--- src/rtl/cdrcs_defs.svh ---
// Register offsets, field positions, reset values and thresholds of the CDR register bank.
// Assumes inclusion by its bare name from the bank module.
`ifndef CDRCS_DEFS_SVH
`define CDRCS_DEFS_SVH

`define CDRCS_OFS_FREQ_LOW 8'h00
`define CDRCS_OFS_FREQ_MID 8'h01
`define CDRCS_OFS_FREQ_HIGH 8'h02
`define CDRCS_OFS_COARSE_RATE 8'h03
`define CDRCS_OFS_STATUS 8'h04
`define CDRCS_OFS_REF_CFG 8'h08
`define CDRCS_OFS_LOCK_RST 8'h09
`define CDRCS_OFS_SQUELCH 8'h11

`define CDRCS_CTRL_RESET 8'h00

`define CDRCS_REF_LOCK_BIT 0
`define CDRCS_REF_MEAS_BIT 1
`define CDRCS_REF_DIV_LSB 2
`define CDRCS_REF_DIV_MSB 5
`define CDRCS_REF_RANGE_LSB 6
`define CDRCS_REF_RANGE_MSB 7

`define CDRCS_LRC_CFG_LOL_BIT 7
`define CDRCS_LRC_CLR_STATIC_BIT 6
`define CDRCS_LRC_SYS_RST_BIT 5
`define CDRCS_LRC_CLR_MEAS_BIT 3

`define CDRCS_SQ_MODE_BIT 1

`define CDRCS_ST_STATIC_BIT 4
`define CDRCS_ST_LOL_BIT 3
`define CDRCS_ST_MEAS_BIT 2
`define CDRCS_ST_COARSE0_BIT 0

`define CDRCS_LOCK_LOSS_PPM 16'h03E8
`define CDRCS_LOCK_GAIN_PPM 16'h00FA
`define CDRCS_DIV_EXP_MAX 4'h8
`define CDRCS_DIV_RATIO_MAX 9'h100

`endif

--- src/rtl/cdrcs_pkg.sv ---
// Types shared by the CDR register bank.
// Assumes nothing beyond a SystemVerilog compiler.
package cdrcs_pkg;
	typedef logic [7:0] cdrcs_byte_t;
	typedef enum logic [2:0] {
		CDRCS_IDLE = 3'b000,
		CDRCS_ADDR = 3'b001,
		CDRCS_SUB = 3'b010,
		CDRCS_WDATA = 3'b011,
		CDRCS_ACK = 3'b100,
		CDRCS_TX = 3'b101,
		CDRCS_MACK = 3'b110
	} cdrcs_state_t;
endpackage

--- src/rtl/cdrcs_regs.sv ---
// Control and status register bank of a continuous-rate clock and data recovery receiver, reached as an I2C slave.
// Assumes the recovery core shares clk_sys; SCL, SDA, the address strap and squelch are asynchronous pins.
`timescale 1ns/10ps

`include "cdrcs_defs.svh"

module cdrcs_regs #(
	parameter logic [6:0] SLAVE_ADDR = 7'h40, // Arbitrary base; bit 5 comes from the pin
	parameter int FREQ_W = 23,
	parameter int RATE_W = 9,
	parameter int PPM_W = 16
) (
	input wire logic clk_sys, // System clock, 125 MHz
	input wire logic rst_n, // Synchronous reset, active low
	input wire logic scl_pin, // I2C clock pin
	input wire logic sda_in, // I2C data pin level
	output logic sda_out, // I2C data drive value, always low
	output logic sda_oe, // I2C data pull-down enable
	input wire logic slave_addr_bit5_pin, // Address strap
	input wire logic [FREQ_W-1:0] freq_count, // Frequency readback from core
	input wire logic [RATE_W-1:0] coarse_rate, // Coarse rate from core
	input wire logic [PPM_W-1:0] freq_err_ppm, // Oscillator to data error, ppm
	input wire logic meas_done, // Rate measurement finished pulse
	input wire logic squelch_pin, // Squelch request pin
	output logic lock_lost_flag, // Loss-of-lock pin
	output logic lock_to_ref, // Lock to reference clock
	output logic [1:0] reference_frequency, // Reference band code
	output logic [3:0] ref_div_exp, // Divider exponent
	output logic [8:0] divided_reference, // Divider ratio
	output logic meas_start, // Start rate measurement pulse
	output logic squelch_clk, // Blank recovered clock
	output logic squelch_data, // Blank recovered data
	output logic core_reset // Device reset pulse
);
	import cdrcs_pkg::*;

	logic [3:0] meta_q;
	logic [3:0] sync_q;
	logic scl_s;
	logic sda_s;
	logic scl_last_q;
	logic sda_last_q;
	logic scl_rise;
	logic scl_fall;
	logic start_cond;
	logic stop_cond;
	logic [6:0] own_addr;
	cdrcs_state_t state_q;
	cdrcs_state_t next_q;
	logic [3:0] bit_cnt_q;
	cdrcs_byte_t shift_q;
	cdrcs_byte_t sub_q;
	cdrcs_byte_t rd_byte;
	logic sda_oe_q;
	logic wr_stb_q;
	cdrcs_byte_t wr_addr_q;
	cdrcs_byte_t wr_data_q;
	cdrcs_byte_t ref_cfg_q;
	cdrcs_byte_t lock_rst_q;
	cdrcs_byte_t squelch_ctl_q;
	logic clr_static_q;
	logic clr_meas_q;
	logic sys_rst_q;
	logic meas_start_q;
	logic meas_complete_q;
	logic acquiring_q;
	logic acquiring_d;
	logic static_lol_q;
	logic lol_pin_q;
	logic lock_to_ref_q;
	logic [1:0] ref_range_q;
	logic [3:0] div_exp_q;
	logic [8:0] div_ratio_q;
	logic squelch_clk_q;
	logic squelch_data_q;
	logic core_reset_q;
	logic soft_rst;

	function automatic cdrcs_byte_t read_mux(input cdrcs_byte_t addr);
		cdrcs_byte_t r;
		r = 8'h00;
		if (addr == `CDRCS_OFS_FREQ_LOW) begin
			r = freq_count[7:0];
		end else if (addr == `CDRCS_OFS_FREQ_MID) begin
			r = freq_count[15:8];
		end else if (addr == `CDRCS_OFS_FREQ_HIGH) begin
			r = {1'b0, freq_count[22:16]};
		end else if (addr == `CDRCS_OFS_COARSE_RATE) begin
			r = coarse_rate[8:1];
		end else if (addr == `CDRCS_OFS_STATUS) begin
			r[`CDRCS_ST_STATIC_BIT] = static_lol_q;
			r[`CDRCS_ST_LOL_BIT] = acquiring_q;
			r[`CDRCS_ST_MEAS_BIT] = meas_complete_q;
			r[`CDRCS_ST_COARSE0_BIT] = coarse_rate[0];
		end
		return r;
	endfunction

	function automatic logic [8:0] div_ratio(input logic [3:0] n);
		logic [8:0] r;
		r = `CDRCS_DIV_RATIO_MAX;
		if (n < `CDRCS_DIV_EXP_MAX) begin
			r = 9'h001 << n;
		end
		return r;
	endfunction

	// Two-stage synchronisers for all pin inputs
	always_ff @(posedge clk_sys) begin
		if (!rst_n) begin
			meta_q <= 4'hF;
			sync_q <= 4'hF;
		end else begin
			meta_q <= {scl_pin, sda_in, slave_addr_bit5_pin, squelch_pin};
			sync_q <= meta_q;
		end
	end

	assign scl_s = sync_q[3];
	assign sda_s = sync_q[2];
	assign own_addr = {SLAVE_ADDR[6], sync_q[1], SLAVE_ADDR[4:0]};

	always_ff @(posedge clk_sys) begin
		if (!rst_n) begin
			scl_last_q <= 1'b1;
			sda_last_q <= 1'b1;
		end else begin
			scl_last_q <= scl_s;
			sda_last_q <= sda_s;
		end
	end

	assign scl_rise = scl_s & ~scl_last_q;
	assign scl_fall = ~scl_s & scl_last_q;
	assign start_cond = scl_s & scl_last_q & sda_last_q & ~sda_s;
	assign stop_cond = scl_s & scl_last_q & ~sda_last_q & sda_s;
	assign rd_byte = read_mux(sub_q);

	// I2C slave: address, sub-address, write bytes, read bytes
	always_ff @(posedge clk_sys) begin
		if (!rst_n) begin
			state_q <= CDRCS_IDLE;
			next_q <= CDRCS_IDLE;
			bit_cnt_q <= 4'h0;
			shift_q <= 8'h00;
			sub_q <= 8'h00;
			sda_oe_q <= 1'b0;
			wr_stb_q <= 1'b0;
			wr_addr_q <= 8'h00;
			wr_data_q <= 8'h00;
		end else begin
			wr_stb_q <= 1'b0;
			if (start_cond) begin
				state_q <= CDRCS_ADDR;
				bit_cnt_q <= 4'h0;
				sda_oe_q <= 1'b0;
			end else if (stop_cond) begin
				state_q <= CDRCS_IDLE;
				sda_oe_q <= 1'b0;
			end else begin
				case (state_q)
					CDRCS_ADDR, CDRCS_SUB, CDRCS_WDATA: begin
						if (scl_rise && bit_cnt_q != 4'h8) begin
							shift_q <= {shift_q[6:0], sda_s};
							bit_cnt_q <= bit_cnt_q + 4'h1;
						end else if (scl_fall && bit_cnt_q == 4'h8) begin
							bit_cnt_q <= 4'h0;
							state_q <= CDRCS_ACK;
							sda_oe_q <= 1'b1;
							if (state_q == CDRCS_ADDR) begin
								next_q <= shift_q[0] ? CDRCS_TX : CDRCS_SUB;
								if (shift_q[7:1] != own_addr) begin
									state_q <= CDRCS_IDLE;
									sda_oe_q <= 1'b0;
								end
							end else if (state_q == CDRCS_SUB) begin
								sub_q <= shift_q;
								next_q <= CDRCS_WDATA;
							end else begin
								wr_stb_q <= 1'b1;
								wr_addr_q <= sub_q;
								wr_data_q <= shift_q;
								sub_q <= sub_q + 8'h01;
								next_q <= CDRCS_WDATA;
							end
						end
					end
					CDRCS_ACK: begin
						if (scl_fall) begin
							state_q <= next_q;
							sda_oe_q <= 1'b0;
							if (next_q == CDRCS_TX) begin
								sda_oe_q <= ~rd_byte[7];
								shift_q <= {rd_byte[6:0], 1'b0};
								bit_cnt_q <= 4'h1;
								sub_q <= sub_q + 8'h01;
							end
						end
					end
					CDRCS_TX: begin
						if (scl_fall) begin
							if (bit_cnt_q == 4'h8) begin
								sda_oe_q <= 1'b0;
								bit_cnt_q <= 4'h0;
								state_q <= CDRCS_MACK;
							end else begin
								sda_oe_q <= ~shift_q[7];
								shift_q <= {shift_q[6:0], 1'b0};
								bit_cnt_q <= bit_cnt_q + 4'h1;
							end
						end
					end
					CDRCS_MACK: begin
						if (scl_rise && sda_s) begin
							state_q <= CDRCS_IDLE;
						end else if (scl_fall) begin
							state_q <= CDRCS_TX;
							sda_oe_q <= ~rd_byte[7];
							shift_q <= {rd_byte[6:0], 1'b0};
							bit_cnt_q <= 4'h1;
							sub_q <= sub_q + 8'h01;
						end
					end
					default: begin
						state_q <= CDRCS_IDLE;
					end
				endcase
			end
		end
	end

	assign soft_rst = sys_rst_q;

	// Write-only control registers
	always_ff @(posedge clk_sys) begin
		if (!rst_n || soft_rst) begin
			ref_cfg_q <= `CDRCS_CTRL_RESET;
			lock_rst_q <= `CDRCS_CTRL_RESET;
			squelch_ctl_q <= `CDRCS_CTRL_RESET;
		end else if (wr_stb_q) begin
			if (wr_addr_q == `CDRCS_OFS_REF_CFG) begin
				ref_cfg_q <= wr_data_q;
			end else if (wr_addr_q == `CDRCS_OFS_LOCK_RST) begin
				lock_rst_q <= wr_data_q;
			end else if (wr_addr_q == `CDRCS_OFS_SQUELCH) begin
				squelch_ctl_q <= wr_data_q;
			end
		end
	end

	// Action pulses: clears and soft reset from a 1-then-0 write sequence, measure start from a single write of 1
	always_ff @(posedge clk_sys) begin
		if (!rst_n || soft_rst) begin
			clr_static_q <= 1'b0;
			clr_meas_q <= 1'b0;
			sys_rst_q <= 1'b0;
			meas_start_q <= 1'b0;
		end else begin
			clr_static_q <= wr_stb_q && wr_addr_q == `CDRCS_OFS_LOCK_RST
				&& lock_rst_q[`CDRCS_LRC_CLR_STATIC_BIT] && !wr_data_q[`CDRCS_LRC_CLR_STATIC_BIT];
			clr_meas_q <= wr_stb_q && wr_addr_q == `CDRCS_OFS_LOCK_RST
				&& lock_rst_q[`CDRCS_LRC_CLR_MEAS_BIT] && !wr_data_q[`CDRCS_LRC_CLR_MEAS_BIT];
			sys_rst_q <= wr_stb_q && wr_addr_q == `CDRCS_OFS_LOCK_RST
				&& lock_rst_q[`CDRCS_LRC_SYS_RST_BIT] && !wr_data_q[`CDRCS_LRC_SYS_RST_BIT];
			meas_start_q <= wr_stb_q && wr_addr_q == `CDRCS_OFS_REF_CFG && wr_data_q[`CDRCS_REF_MEAS_BIT];
		end
	end

	// Measurement complete flag; completion wins over a clear
	always_ff @(posedge clk_sys) begin
		if (!rst_n || soft_rst) begin
			meas_complete_q <= 1'b0;
		end else if (meas_done) begin
			meas_complete_q <= 1'b1;
		end else if (clr_meas_q || meas_start_q) begin
			meas_complete_q <= 1'b0;
		end
	end

	always_comb begin
		acquiring_d = acquiring_q;
		if (freq_err_ppm > `CDRCS_LOCK_LOSS_PPM) begin
			acquiring_d = 1'b1;
		end else if (freq_err_ppm <= `CDRCS_LOCK_GAIN_PPM) begin
			acquiring_d = 1'b0;
		end
	end

	// Lock detector with hysteresis and latched lock loss
	always_ff @(posedge clk_sys) begin
		if (!rst_n || soft_rst) begin
			acquiring_q <= 1'b1;
			static_lol_q <= 1'b0;
		end else begin
			acquiring_q <= acquiring_d;
			if (acquiring_d && !acquiring_q) begin
				static_lol_q <= 1'b1;
			end else if (clr_static_q) begin
				static_lol_q <= 1'b0;
			end
		end
	end

	// Registered outputs toward the core and pins
	always_ff @(posedge clk_sys) begin
		if (!rst_n) begin
			lol_pin_q <= 1'b1;
			lock_to_ref_q <= 1'b0;
			ref_range_q <= 2'h0;
			div_exp_q <= 4'h0;
			div_ratio_q <= 9'h001;
			squelch_clk_q <= 1'b0;
			squelch_data_q <= 1'b0;
			core_reset_q <= 1'b0;
		end else begin
			lol_pin_q <= lock_rst_q[`CDRCS_LRC_CFG_LOL_BIT] ? static_lol_q : acquiring_q;
			lock_to_ref_q <= ref_cfg_q[`CDRCS_REF_LOCK_BIT];
			ref_range_q <= ref_cfg_q[`CDRCS_REF_RANGE_MSB:`CDRCS_REF_RANGE_LSB];
			div_exp_q <= ref_cfg_q[`CDRCS_REF_DIV_MSB:`CDRCS_REF_DIV_LSB];
			div_ratio_q <= div_ratio(ref_cfg_q[`CDRCS_REF_DIV_MSB:`CDRCS_REF_DIV_LSB]);
			// Mode 1 leaves the clock running and blanks data only
			squelch_clk_q <= sync_q[0] & ~squelch_ctl_q[`CDRCS_SQ_MODE_BIT];
			squelch_data_q <= sync_q[0];
			core_reset_q <= sys_rst_q;
		end
	end

	assign sda_out = 1'b0;
	assign sda_oe = sda_oe_q;
	assign lock_lost_flag = lol_pin_q;
	assign lock_to_ref = lock_to_ref_q;
	assign reference_frequency = ref_range_q;
	assign ref_div_exp = div_exp_q;
	assign divided_reference = div_ratio_q;
	assign meas_start = meas_start_q;
	assign squelch_clk = squelch_clk_q;
	assign squelch_data = squelch_data_q;
	assign core_reset = core_reset_q;
endmodule

--- config.mk ---
export PLATFORM = sky130hd
export DESIGN_NAME = cdrcs_regs
export DESIGN_NICKNAME = d
export VERILOG_FILES = /design/src/rtl/cdrcs_pkg.sv /design/src/rtl/cdrcs_regs.sv
export VERILOG_INCLUDE_DIRS = /design/src /design/src/rtl
export SDC_FILE = /design/constraint.sdc
export NUM_CORES = 1
export LEC_CHECK = 0
export ABC_AREA = 1
export BUFFER_PORTS_ARGS = -buffer_cell sky130_fd_sc_hd__buf_2
export CAP_MARGIN = 20
export CORE_MARGIN = 5
export CORE_UTILIZATION = 42
export DETAILED_ROUTE_END_ITERATION = 10
export PLACE_DENSITY_LB_ADDON = 0.05
export SLEW_MARGIN = 25
export SYNTH_ARGS = -nofsm -noshare
export SYNTH_HDL_FRONTEND = slang
export SYNTH_SLANG_ARGS = --single-unit
--- constraint.sdc ---
create_clock -name clk_sys -period 4.7 [get_ports clk_sys]
set_clock_uncertainty 0.05 [all_clocks]
set_input_delay 0.47 -clock clk_sys [delete_from_list [all_inputs] [get_ports clk_sys]]
set_output_delay 0.47 -clock clk_sys [all_outputs]
set_load 0.005 [all_outputs]
==> flow_summary.yaml <==
critical_path:
  critPathTopFamily: "buffers and inverters"
  critical_path.max_fanout: 45
  slowest_stage: "nor2_1"
  critPathMaxStageDelay_ns: 0.68
  cp_cell_sequence: "buf_2, inv_1, nor2_1, inv_1, nor3_1"
  cp.arrival_ns: 2.65
  critPathRequiredTime_ns: 4.93
  critPathMostFrequentCell: "inv_1"
  worstSetupPathType: "in2reg"
  cp-end-kind: "flop"
  start_kind: "input port"
  path_buf_inv: 3
floorplanning:
  core-area_um2: 10300
  rows: 37
  die_area_um2: 12600
  die_h_um: 112
  num_io_pins: 78
  die_w_um: 112
  start_util_pct: 42.7
clock_tree:
  clk_pin_slew_worst_paths_ns: 0.11
  cts_tree: "done"
  hold_buffers: 0
  cts_sinks: 93
  cts_buffers: 9
  ctsResizeCount: 0
  cts_buffer_depth: 2
  post_cts.repair.setup_buffers: 0
  htree_levels: 3
  insertion_delay_ns: 0.37
  root_buffer: "clkbuf_8"
placed_design:
  placed_cell_area_um2: 4850
  gp_congestion: 0.819
  dpl.hpwl_um: 8030
  portBuffers: 76
sta:
  fin_tns_setup_ns: 0
  rsz0062_at_grt: "no"
  relSlewSlack_pct: 51.2
  worst_pin_slew_ns: 0.732
  fmax_ghz: 0.413
  hold_viol: 0
  min_period_ns: 2.42
  post-route-period-util_pct: 51.5
  setup_viol: 0
  finalMaxSlewViolations: 0
synth:
  syn-instance-count: 638
  yosysMostFrequentCell: "nand2_1"
  yosysSeqAreaShare_pct: 42.4
  synth_top_area_share_pct: 42.4
  yosys_warnings: 0
  yosys-top-cells-count: "nand2_1, dfxtp_1, inv_1, nor2_1, o21ai_0"
  synthesis.nets: 699
  syn_area_um2: 4390
  avgSynthCellArea_um2: 6.88
  ys_types: 36
  synth-edff-count: 0
  synthTopCellsByArea: "dfxtp_1, nand2_1, o21ai_0, inv_1, nor2_1"
  yosysTopAreaCell: "dfxtp_1"
  async_flop_share_pct: 0
  ys.flop_type: "dfxtp_1"
  synth_seq_cells: 93
detailed_routing:
  drc: 0
  postRouteWirelength_um: 10600
  drtIter0Drc: 235
  wl_met2_um: 4710
  vias_per_cell: 4.78
  drt_pass1_iterations: 5
  ant_nets: 0
  dr.max_layer_used: "met4"
  routedWlPerCell_um: 12.4
  m1WireLength_um: 5180
  dr_wl_met3_um: 542
  vias: 4059
global_route:
  antenna_found_initial: 0
  grt_usage_pct: 16.9
  grt-ovfl-total: 0
  grt_max_degree: 46
  grt_pass1_wl_um: 17700
  grt_pass1_vias: 3813
cells_and_area:
  antenna_cells: 0
  design_area_um2: 5060
  drive_gt1_share_pct: 17.1
  area_growth_pct: 15.3
  multiInputGateArea_um2: 2090
  n_fill_cell: 1114
  final_nets: 770
  ff_latch_area_um2: 1860
power:
  p_int_mw: 1.32
  power_density_nw_per_um2: 445
  peakVddDrop_mv: 0.289
  p_leak_nw: 2.38
  clkPwrFrac_pct: 23.7
  sw_frac_of_total_pct: 41.3
  power.share.sequential_pct: 40.8
  switchingPower_mw: 0.930
  pwr-share-comb_pct: 35.5
outcome:
  outcome: "finished clean"
job:
  maxCapViolations: 0
hold_path:
  hold_class: "in2reg"
[stage by stage]
step	total power, mW	util, %	std cells	hold WS [ns]	setup slack [ns]
after global placement	1.73	47.2	833	0.350	1.92
after floorplan	1.56	-	638	0.336	3.01
final	2.25	49.2	850	0.226	2.28
after detailed placement	1.73	47.2	833	0.348	1.89
after CTS	2.26	49.1	849	0.219	2.01
after global routing	2.44	49.2	850	0.207	1.97
[registers in the layout, summed over array words and instances, names as in the netlist, 2 cells and up]
signal	count
sub_q	8
ref_cfg_q	7
divided_reference	9
sync_q	4
next_q	3
bit_cnt_q	4
wr_data_q	8
lock_rst_q	4
ref_div_exp	4
meta_q	4
reference_frequency	2
shift_q	8
wr_addr_q	8
state_q	3
[layout make-up]
cell class              instances  share of cell area [%]
clock buffers                   9                    2.45
clock inverters                 7                    1.43
inverters                      90                    6.78
multi-input cells             438                    41.4
flip-flops and latches         93                    36.8
well taps                     136                    3.36
repair buffers                 77                    7.82
[worst paths after layout]
check,startpoint,to,slack (ns),cells past startpoint
max reg2reg,bit_cnt_q[0],wr_data_q[3],2.43,10
min reg2reg,meta_q[3],sync_q[3],0.38,1
max,rst_n,meas_start,2.28,5
min,scl_pin,meta_q[3],0.23,2
[cells by family (layout without fill, tap and decap cells)]
group,Yosys count,in the layout,synth area share (%)
xor+xnor,5,5,0.998
simple gates,298,298,29.9
flops,93,93,42.4
compound gates,128,128,15.0
fa+ha+maj,6,6,1.71
buf+inv,107,183,9.87
other cells,1,1,0.0855
[power by group through the flow]
| stage | Clock, mW | Combinational [mW] | Sequential, mW |
|---|---|---|---|
| detailed placement | 0 | 0.799 | 0.933 |
| floorplan | 0 | 0.665 | 0.899 |
| global placement | 0 | 0.795 | 0.933 |
| finish | 0.534 | 0.799 | 0.917 |
| CTS | 0.546 | 0.802 | 0.915 |
| global route | 0.576 | 0.936 | 0.926 |
[worst register-to-register path, stage by stage (launching register included)]
cell and delay (ns):
dfxtp_1 0.35, inv_1 0.10, ha_1 0.15, nand2_1 0.05
nor2_1 0.13, nand2_1 0.10, nor2_1 0.28, nand3b_1 0.38
buf_8 0.29, o21ai_0 0.22, a21oi_1 0.06
[cell usage in the layout (no fill, tap or decap), types with 3 or more instances in the layout]
cell / n
nand3_1: 41
clkbuf_8: 9
dfxtp_1: 93
o21bai_1: 3
nor2_1: 82
ha_1: 6
nor2_2: 5
xor2_1: 3
nor3_1: 3
a21oi_1: 54
nand4_1: 8
nand2_2: 3
a31oi_1: 3
inv_1: 84
nand2_1: 133
inv_6: 3
or2_2: 11
o21ai_0: 64
inv_2: 3
nand3b_1: 3
buf_2: 76
[per-layer routing]
metal,vias to the layer above,global-route usage (%)
met3,9,3.67
li1,2171,-
met2,99,27.1
met4,0,4.65
met5,-,0
met1,1780,23.1
Note: power is estimated with default switching activity, not from simulation.
